## config.mk

```make
export PLATFORM = sky130hd
export DESIGN_NAME = pwm_pulse_add_generator
export DESIGN_NICKNAME = d
export VERILOG_FILES = /design/src/design/pwm_pkg.sv /design/src/design/pwm_pulse_add_generator.sv /design/src/design/pwm_slice.sv
export SDC_FILE = /design/constraint.sdc
export NUM_CORES = 1
export LEC_CHECK = 0
export BUFFER_PORTS_ARGS = -buffer_cell sky130_fd_sc_hd__buf_2
export CAP_MARGIN = 10
export CORE_MARGIN = 4
export CORE_UTILIZATION = 45
export CTS_CLUSTER_SIZE = 12
export DETAILED_ROUTE_END_ITERATION = 16
export SKIP_CTS_REPAIR_TIMING = 1
export SYNTH_ARGS = -nofsm -noshare
export SYNTH_HDL_FRONTEND = slang
export SYNTH_SLANG_ARGS = --single-unit
```

## constraint.sdc

```tcl
create_clock -name ref_clk -period 11.2 [get_ports ref_clk]
set_input_delay 2.24 -clock ref_clk [delete_from_list [all_inputs] [get_ports ref_clk]]
set_output_delay 2.24 -clock ref_clk [all_outputs]
set_load 0.1 [all_outputs]
```

## src/design/pwm_pkg.sv

```systemverilog
package pwm_pkg;

  localparam int CHANNELS = 16;
  localparam int DUTY_W   = 8;
  localparam int NIB_W    = 4;

  // Counting clock: 256 resolution units per period, 16 basic pulses
  localparam int          PERIOD_UNITS = 256;
  localparam int          BASIC_PULSES = 16;
  localparam logic [7:0]  COUNT_LAST   = 8'hff;
  localparam logic [3:0]  SLOT_LAST    = 4'hf;

  // Register byte offsets
  localparam logic [7:0] DUTY_BASE_ADDR  = 8'h00;
  localparam logic [7:0] POLARITY_ADDR   = 8'h40;
  localparam logic [7:0] OUT_ENABLE_ADDR = 8'h44;
  localparam logic [7:0] DIRECTION_ADDR  = 8'h48;
  localparam logic [7:0] PORT_DATA_ADDR  = 8'h4c;
  localparam logic [7:0] CLOCK_CTRL_ADDR = 8'h50;
  localparam logic [7:0] STATUS_ADDR     = 8'h54;
  localparam logic [7:0] PIN_LEVEL_ADDR  = 8'h58;

  // Clock control fields
  localparam int CLK_ENABLE_BIT = 0;
  localparam int CLK_SELECT_BIT = 1;

  // Reset values
  localparam logic [7:0]  DUTY_RESET  = 8'h00;
  localparam logic [15:0] VEC_RESET   = 16'h0000;
  localparam logic [1:0]  CTRL_RESET  = 2'h0;
  localparam logic [7:0]  COUNT_RESET = 8'h00;

  // Four-bit reversal of a pulse number's complement
  function automatic logic [3:0] added_rank(input logic [3:0] pulse_no);
    logic [3:0] c;
    c = SLOT_LAST - pulse_no;
    added_rank = {c[0], c[1], c[2], c[3]};
  endfunction

endpackage

```

## src/design/pwm_pulse_add_generator.sv

```systemverilog
`timescale 1ns/1ps
// What this block does
// (RULE_01) The narrowest pulse is one period of the selected counting clock.
// (RULE_02) A conversion period repeats every 256 counting clock periods.
// (RULE_03) Each period is split into 16 equal basic pulses.
// (RULE_04) The upper duty nibble sets basic pulse duty from 0 to 15/16 in 1/16 steps.
// (RULE_05) The lower nibble picks that many basic pulses for an added pulse, never pulse 0.
// (RULE_06) Values 0 to 4 add none, 15, 7+15, 7+11+15 and 3+7+11+15.
// (RULE_07) Further values add 13, 5, all odd pulses at 8, then 14, 6, 10 and 2.
// (RULE_08) An added pulse is one unit high just before the basic pulse rising edge.
// (RULE_09) With zero upper nibble added pulses still land in the same slots.
// (RULE_10) Pulse k gets an added pulse when the reversal of 15-k is below the lower nibble.
// (RULE_11) Counting stops with enable 0, else runs on the system clock or half rate.
// (RULE_12) Polarity 0 makes duty the high width, polarity 1 inverts the waveform.
// (RULE_13) A pin shows the waveform only with direction and enable both 1.
module pwm_pulse_add_generator (
  input  wire logic        ref_clk,
  input  wire logic        rstn,
  input  wire logic        psel,
  input  wire logic        penable,
  input  wire logic        pwrite,
  input  wire logic [7:0]  paddr,
  input  wire logic [31:0] pwdata,
  output logic [31:0]      prdata,
  output logic             pready,
  output logic             pslverr,
  input  wire logic [15:0] modulated_output_pins_in,
  output logic [15:0]      modulated_output_pins_out,
  output logic [15:0]      modulated_output_pins_oe
);

  ////////////////////////////////////////////////////////////////////////
  logic        rst_sync1_reg;
  logic        rst_n_reg;
  logic [7:0]  pwm_duty_value_reg [pwm_pkg::CHANNELS];
  logic [15:0] output_polarity_select_reg;
  logic [15:0] out_enable_reg;
  logic [15:0] direction_reg;
  logic [15:0] port_data_reg;
  logic        modulator_clock_enable_reg;
  logic        modulator_clock_select_reg;
  logic        half_phase_reg;
  logic        tick;
  logic [7:0]  count_reg;
  logic [15:0] wave;
  logic [15:0] pin_sync1_reg;
  logic [15:0] pin_level_reg;
  logic [15:0] pin_out_reg;
  logic        ready_reg;
  logic [31:0] prdata_reg;
  logic        slverr_reg;
  logic        access;
  logic        wr_fire;
  logic        mapped;
  logic [31:0] rd_value;

  ////////////////////////////////////////////////////////////////////////
  // Reset release through two flops
  always_ff @(posedge ref_clk or negedge rstn) begin
    if (!rstn) begin
      rst_sync1_reg <= 1'b0;
      rst_n_reg     <= 1'b0;
    end else begin
      rst_sync1_reg <= 1'b1;
      rst_n_reg     <= rst_sync1_reg;
    end
  end

  ////////////////////////////////////////////////////////////////////////
  // APB slave: one wait state so read data comes from a flop
  assign access  = psel & penable;
  assign wr_fire = access & ready_reg & pwrite;
  assign pready  = ready_reg;
  assign prdata  = prdata_reg;
  assign pslverr = slverr_reg;

  function automatic logic is_mapped(input logic [7:0] a);
    is_mapped = (a[1:0] == 2'b00) && (a <= pwm_pkg::PIN_LEVEL_ADDR);
  endfunction

  assign mapped = is_mapped(paddr);

  always_comb begin
    rd_value = 32'h0000_0000;
    if (paddr < pwm_pkg::POLARITY_ADDR) begin
      rd_value[7:0] = pwm_duty_value_reg[paddr[5:2]];
    end else begin
      unique case (paddr)
        pwm_pkg::POLARITY_ADDR:   rd_value[15:0] = output_polarity_select_reg;
        pwm_pkg::OUT_ENABLE_ADDR: rd_value[15:0] = out_enable_reg;
        pwm_pkg::DIRECTION_ADDR:  rd_value[15:0] = direction_reg;
        pwm_pkg::PORT_DATA_ADDR:  rd_value[15:0] = port_data_reg;
        pwm_pkg::CLOCK_CTRL_ADDR: rd_value[1:0]  = {modulator_clock_select_reg, modulator_clock_enable_reg};
        pwm_pkg::STATUS_ADDR:     rd_value[7:0]  = count_reg;
        pwm_pkg::PIN_LEVEL_ADDR:  rd_value[15:0] = pin_level_reg;
        default:                  rd_value       = 32'h0000_0000;
      endcase
    end
  end

  always_ff @(posedge ref_clk or negedge rst_n_reg) begin
    if (!rst_n_reg) begin
      ready_reg  <= 1'b0;
      prdata_reg <= 32'h0000_0000;
      slverr_reg <= 1'b0;
    end else begin
      ready_reg  <= access & ~ready_reg;
      slverr_reg <= access & ~ready_reg & ~mapped;
      if (access & ~ready_reg & ~pwrite) begin
        prdata_reg <= mapped ? rd_value : 32'h0000_0000;
      end
    end
  end

  ////////////////////////////////////////////////////////////////////////
  // Duty values, one word per channel
  genvar gi;
  generate
    for (gi = 0; gi < pwm_pkg::CHANNELS; gi++) begin : g_duty
      always_ff @(posedge ref_clk or negedge rst_n_reg) begin
        if (!rst_n_reg) begin
          pwm_duty_value_reg[gi] <= pwm_pkg::DUTY_RESET;
        end else if (wr_fire && paddr == pwm_pkg::DUTY_BASE_ADDR + 8'(gi * 4)) begin
          pwm_duty_value_reg[gi] <= pwdata[7:0];
        end
      end
      pwm_slice u_slice (
        .count (count_reg),
        .duty  (pwm_duty_value_reg[gi]),
        .wave  (wave[gi])
      );

    end
  endgenerate

  // Control vectors and clock control
  always_ff @(posedge ref_clk or negedge rst_n_reg) begin
    if (!rst_n_reg) begin
      output_polarity_select_reg <= pwm_pkg::VEC_RESET;
      out_enable_reg             <= pwm_pkg::VEC_RESET;
      direction_reg              <= pwm_pkg::VEC_RESET;
      port_data_reg              <= pwm_pkg::VEC_RESET;
      modulator_clock_enable_reg <= pwm_pkg::CTRL_RESET[pwm_pkg::CLK_ENABLE_BIT];
      modulator_clock_select_reg <= pwm_pkg::CTRL_RESET[pwm_pkg::CLK_SELECT_BIT];
    end else if (wr_fire) begin
      if (paddr == pwm_pkg::POLARITY_ADDR)   output_polarity_select_reg <= pwdata[15:0];
      if (paddr == pwm_pkg::OUT_ENABLE_ADDR) out_enable_reg             <= pwdata[15:0];
      if (paddr == pwm_pkg::DIRECTION_ADDR)  direction_reg              <= pwdata[15:0];
      if (paddr == pwm_pkg::PORT_DATA_ADDR)  port_data_reg              <= pwdata[15:0];
      if (paddr == pwm_pkg::CLOCK_CTRL_ADDR) begin
        modulator_clock_enable_reg <= pwdata[pwm_pkg::CLK_ENABLE_BIT];
        modulator_clock_select_reg <= pwdata[pwm_pkg::CLK_SELECT_BIT];
      end
    end
  end

  ////////////////////////////////////////////////////////////////////////
  // Counting tick; peripheral clock is ref_clk here, so half rate is a toggle
  always_ff @(posedge ref_clk or negedge rst_n_reg) begin
    if (!rst_n_reg) begin
      half_phase_reg <= 1'b0;
    end else begin
      half_phase_reg <= ~half_phase_reg;
    end
  end

  assign tick = modulator_clock_enable_reg & (~modulator_clock_select_reg | half_phase_reg); // RULE_11

  // One count per resolution unit, wraps every 256
  always_ff @(posedge ref_clk or negedge rst_n_reg) begin
    if (!rst_n_reg) begin
      count_reg <= pwm_pkg::COUNT_RESET;
    end else if (tick) begin
      count_reg <= count_reg + 8'h01; // RULE_01 RULE_02
    end
  end

  ////////////////////////////////////////////////////////////////////////
  // Pins; registered so the pin never glitches on slice decoding
  always_ff @(posedge ref_clk or negedge rst_n_reg) begin
    if (!rst_n_reg) begin
      pin_out_reg <= pwm_pkg::VEC_RESET;
    end else begin
      pin_out_reg <= ((wave ^ output_polarity_select_reg) & out_enable_reg) // RULE_12 RULE_13
                   | (port_data_reg & ~out_enable_reg);
    end
  end

  assign modulated_output_pins_out = pin_out_reg;
  assign modulated_output_pins_oe  = direction_reg; // RULE_13

  // Input pins pass two flops before anyone reads them
  always_ff @(posedge ref_clk or negedge rst_n_reg) begin
    if (!rst_n_reg) begin
      pin_sync1_reg <= pwm_pkg::VEC_RESET;
      pin_level_reg <= pwm_pkg::VEC_RESET;
    end else begin
      pin_sync1_reg <= modulated_output_pins_in;
      pin_level_reg <= pin_sync1_reg;
    end
  end
endmodule

```

## src/design/pwm_slice.sv

```systemverilog
`timescale 1ns/1ps
module pwm_slice (
  input  wire logic [7:0] count,
  input  wire logic [7:0] duty,
  output logic            wave
);

  logic [3:0] pulse_no;
  logic [3:0] slot;
  logic [3:0] upper;
  logic [3:0] lower;
  logic       basic_high;
  logic       added_slot;
  logic       pulse_chosen;

  assign pulse_no = count[7:4];
  assign slot     = count[3:0];
  assign upper    = duty[7:4];
  assign lower    = duty[3:0];

  // High over the last 'upper' slots; rising edge at slot 16-upper
  assign basic_high = ({1'b0, slot} + {1'b0, upper}) > {1'b0, pwm_pkg::SLOT_LAST}; // RULE_04 RULE_03

  // One unit just before the rising edge, same slot even with no edge
  assign added_slot = (slot == (pwm_pkg::SLOT_LAST - upper)); // RULE_08 RULE_09

  // Pulse 0 has rank 15, never below a 4-bit lower nibble
  assign pulse_chosen = pwm_pkg::added_rank(pulse_no) < lower; // RULE_05 RULE_06 RULE_07 RULE_10

  assign wave = basic_high | (added_slot & pulse_chosen);

endmodule

```

; Word level (Yosys, flattened, before mapping)
; Index checks and enable logic that the tools add are counted.
[op_classes]
addsub = 34
order_cmp = 35
eq_ne = 38
muxes = 9
bitwise_logic = 51
n_reduce_logical = 24
[ops]
columns = operator, n
row1 = $add A4 B4 Y5, 16
row2 = $gt A5 B4 Y1 const B, 16
row3 = $sub A4 B4 Y4 const A, 17
row4 = $eq A4 B4 Y1, 16
row5 = $eq A8 B6 Y1 const B, 8
row6 = $lt A4 B4 Y1, 16
row7 = $eq A8 B7 Y1 const B, 7
row8 = $pmux W8 S5, 1
row9 = $pmux W6 S6, 1
row10 = $and A16 B16 Y16, 2
row11 = $bmux W8 S4, 1
row12 = $eq A8 B5 Y1 const B, 4
row13 = $mux W32, 1
row14 = $mux W8, 4
row15 = $and A1 B1 Y1, 23
row16 = $logic_and A1 B1 Y1, 17
row17 = $or A1 B1 Y1, 17
row18 = $eq A8 B4 Y1 const B, 2
row19 = $not A16 Y16, 1
row20 = $or A16 B16 Y16, 1
row21 = $xor A16 B16 Y16, 1
row22 = $pmux W2 S7, 1
row23 = $reduce_and A2 Y1, 5
row24 = $add A8 B1 Y8 const B, 1
row25 = other kinds (8), 12
[totals]
reg_bits = 287
inputBits = 61
output_inout_bits = 66

; Depth between registers and ports, before layout
[depth]
ltp_word = 7
depth_mapped = 9

; By module
; From an unflattened synthesis, not the netlist that was laid out.
[unflattened]
hier_cells = 1166
hier_area_um2 = 14737.9
[by_module_without_submodules]
columns = mod, n_inst, cells_each, area_per_inst_um2, seq_area_each_um2
row1 = pwm_pulse_add_generator, 1, 846, 11915.2, 6781.5
row2 = pwm_slice, 16, 20, 176.4, 0.0

; Least setup slack after synthesis
; No wires, ideal clock.
[synth_timing]
kind = input -> register
from = input paddr[2]
to = register prdata_reg[6], in the netlist prdata[6]
setup_ns = 0.140
arrival_ns = 3.926
required_ns = 11.060
path_slack_ns = 7.134
cell_stages = 8
n_path_buf = 4
cell_sequence = buf_2 buf_4 buf_2 buf_2 mux4_2 mux2_2 nand2_1 a32oi_1
[synth_via]
elab_chain_cells = 6
word_cells_on_any_way = 16
[synth_rtl]
columns = item, line_no
row1 = "start, declared", pwm_pulse_add_generator.sv:22  ; input wire logic [7:0] paddr,
row2 = $not A4 Y5 (implied by the code), pwm_pulse_add_generator.sv:86  ; rd_value[7:0] = pwm_duty_value_reg[paddr[5:2]];
row3 = $bmux W8 S4, pwm_pulse_add_generator.sv:86
row4 = $mux W8 (implied by the code) (2 in a row), pwm_pulse_add_generator.sv:86
row5 = $mux W8, pwm_pulse_add_generator.sv:85  ; if (paddr < pwm_pkg::POLARITY_ADDR) begin
row6 = $mux W32 *, pwm_pulse_add_generator.sv:110  ; prdata_reg <= mapped ? rd_value : 32'h0000_0000;
row7 = "end signal, assigned", pwm_pulse_add_generator.sv:110
row8 = "end, declared", pwm_pulse_add_generator.sv:50  ; logic [31:0] prdata_reg;
; Every way passes the cells marked *; elsewhere a longest branch is shown, timed or not. The select of a mux whose other input is x is not followed.
; A chain may end at the register's enable or synchronous reset.

; Final worst setup path
[layout_timing]
from = input paddr[1]
to = register direction_reg[10], in the netlist modulated_output_pins_oe[10]
[layout_via]
elab_chain_cells = 2
[layout_rtl]
columns = item, line_no
row1 = $eq A8 B7 Y1, pwm_pulse_add_generator.sv:148  ; if (paddr == pwm_pkg::DIRECTION_ADDR) direction_reg <= pwdata[15:0];
row2 = $reduce_and A2 Y1 (no source line), -
row3 = "end signal, assigned", pwm_pulse_add_generator.sv:141  ; direction_reg <= pwm_pkg::VEC_RESET;
row4 = "end signal, assigned", pwm_pulse_add_generator.sv:148
row5 = "end, declared", pwm_pulse_add_generator.sv:38  ; logic [15:0] direction_reg;
; Every way passes these cells.

==> flow_metrics.py <==
metrics = {
    "timing": {
        "slew_viol_final": 0,
        "timing.hold.ws_ns": 0.194,
        "period_minus_slack_ns": 5.06,
        "hold_viol_final": 0,
        "maxSlewHeadroom_pct": 30.3,
        "tightest_slew_ns": 1.05,
        "setup_viol_count_final": 0,
        "rsz0062_at_grt": "false",
        "period_share_pct": 45.2,
        "skew_ns": 0.0230,
        "tns_ns": 0,
        "fmax_mhz": 197,
    },
    "synth": {
        "yosysWarnings": 0,
        "synth_cell_type_count": 56,
        "synth.avg_cell_area_um2": 12.8,
        "netlist_instances": 1164,
        "synth_edf_count": 0,
        "synth_sequential_area_ratio_pct": 45.5,
        "ys_top_cells_by_count": "271 x dfrtp_1, 189 x mux2_2, 113 x ha_1",
        "synth_top_area_share_pct": 45.5,
        "syn_area_um2": 14900,
        "ys_ff_latch": 271,
        "yosys-top-cells-area": "dfrtp_1 45%, mux2_2 14%, ha_1 9.5%",
        "async_reset_ff_share_pct": 100,
        "synth_flop_cell": "dfrtp_1",
        "synth_area_leader_cell": "dfrtp_1",
        "yosysMostFrequentCell": "dfrtp_1",
    },
    "routing": {
        "firstDrtPassIters": 5,
        "vias_per_cell": 5.76,
        "final_antenna_net_count": 0,
        "drc_errors": 0,
        "finalWirelength_mm": 39.8,
        "num_vias": 9896,
        "drt-initial-drc-count": 593,
        "wire_per_inst_um": 23.2,
    },
    "job": {
        "drv_cap": 0,
    },
    "layout": {
        "nNetsFinal": 1445,
        "nFillCells": 2871,
        "drive_gt1_share_pct": 33.0,
        "final_cells": 1718,
        "largest_register_ffs": 128,
        "antenna_cells": 0,
        "areaGrowthSynthToFinish_pct": 13.4,
    },
    "clocking": {
        "h-tree-depth": 2,
        "cts_buffer_depth": 3,
        "cts.clk_slew.worst_paths_ns": 0.05,
        "cts_root_buffer": "clkbuf_16",
        "cts.sinks": 271,
        "cts_made_buffers": 34,
        "cts_tree": "built",
        "clk_latency_ns": 0.51,
    },
    "floorplanning": {
        "fp.dieH_um": 190,
        "core_um2": 32600,
        "rows": 66,
        "die_area_um2": 36100,
        "start_util_pct": 45.7,
        "ioPinCount": 127,
        "die_w_um": 190,
    },
    "place": {
        "dp_cells": 1661,
        "port_buffers": 94,
        "hpwl_mm": 27.4,
        "gp_congestion": 0.853,
    },
    "pwr": {
        "static-leakage-power_nw": 8.46,
        "ir_drop_v": 0.000103,
        "p_per_area_nw_per_um2": 133,
        "finalPower_mw": 2.26,
    },
    "global_route": {
        "grt_pass1_vias": 10108,
        "overflow": 0,
        "grt_max_degree": 74,
        "grt_util_all_layers_pct": 22.3,
        "grt_pass1_wl_mm": 61.8,
        "antenna_found_initial": 1,
    },
    "critical_path": {
        "required_ns": 11.59,
        "startpoint_type": "input pin",
        "rrSetupSlack_ns": 8.53,
        "endpoint_kind": "register",
        "criticalPathCategory": "input pin to register",
        "worstRegToRegCells": 7,
        "reg2reg_to": "modulated_output_pins_out[4]$_DFF_PN0_",
        "crit_path_max_fanout": 17,
        "worstReg2RegStart": "count_reg[6]$_DFFE_PN0P_",
        "arrival_ns": 5.45,
    },
    "outcome": {
        "status": "finished clean",
    },
    "worst_hold_path": {
        "hp-class": "register to asynchronous set/reset pin",
    },
}
-- placed cells by master, fill, tap and decap left out, drive strengths merged, types with 16 or more instances in the layout --
| cell type | synthesis | layout |
|---|---|---|
| dfrtp | 271 | 271 |
| mux2 | 199 | 199 |
| ha | 113 | 113 |
| buf | 37 | 111 |
| inv | 63 | 64 |
| clkbuf | 34 | 48 |
| mux4 | 47 | 47 |
| nand2 | 37 | 37 |
| o21ai | 30 | 30 |
| nand4 | 30 | 30 |
| nor2 | 28 | 28 |
| nand2b | 27 | 27 |
| a21oi | 24 | 24 |
| nand3 | 22 | 22 |
| a21boi | 18 | 18 |
| conb | 2 | 17 |
| o21a | 16 | 16 |
| a21o | 16 | 16 |
| a22oi | 16 | 16 |
| fa | 16 | 16 |
-- area by class of cell --
cell class                      count  area [um^2]  area share [%]
Clock buffer                       48         1010            6.00
Clock inverter                      9          149           0.880
Inverter                           63          236            1.40
Multi-Input combinational cell    774         7580            44.8
Sequential cell                   271         6790            40.1
Tap cell                          442          553            3.27
Timing Repair Buffer              111          601            3.55
-- metrics by stage --
step                      cell area [um^2]  setup WS (ns)  util [%]
final                                16900           6.14      51.9
after global routing                 16900           6.14      51.9
after CTS                            16900           6.20      51.9
after detailed placement             15800           5.70      48.3
after global placement               15800           5.72      48.3
after floorplan                      15000           3.09         -
-- worst max-delay path: stages --
cell and delay (ns):
buf_2 0.13, nor4b_4 0.48, and2_1 0.90, nand2b_4 0.16
nor3b_4 0.79, buf_4 0.37, mux2_2 0.37
-- report_power, final --
group | total (mW) | internal (mW) | switching [mW]
Combinational | 0.127 | 0.0270 | 0.0999
Sequential | 0.997 | 0.990 | 0.00706
Clock | 1.13 | 0.719 | 0.414
-- routing by layer --
layer	global-route usage [%]	share of wire, %	vias to the layer above
li1	-	-	4449
met1	31.5	45	5107
met2	35.8	47	261
met3	3.36	4.9	77
met4	7.21	3.2	2
met5	0	0.033	-
-- logic make-up after synthesis --
family	after synthesis	share of synthesized area [%]
other	2	0.0503
AND/OR/NAND/NOR	191	6.99
buffers and inverters	134	4.16
adder cells (fa/ha/maj)	129	11.6
XOR/XNOR	7	0.411
multiplexers	254	22.9
flip-flops	271	45.5
AO/OA/AOI/OAI	176	8.42
-- worst max path at each step --
stage                              from                                  endpoint  depth (start not counted)
floorplan           rst_n_reg$_DFF_PN0_                  count_reg[0]$_DFFE_PN0P_                          0
global placement               paddr[1]  modulated_output_pins_oe[10]$_DFFE_PN0P_                          7
detailed placement             paddr[1]  modulated_output_pins_oe[10]$_DFFE_PN0P_                          7
CTS                            paddr[1]  modulated_output_pins_oe[10]$_DFFE_PN0P_                          7
global route                   paddr[1]   modulated_output_pins_oe[8]$_DFFE_PN0P_                          7
finish                         paddr[1]  modulated_output_pins_oe[10]$_DFFE_PN0P_                          7
Power figures use the tool's default switching activity.
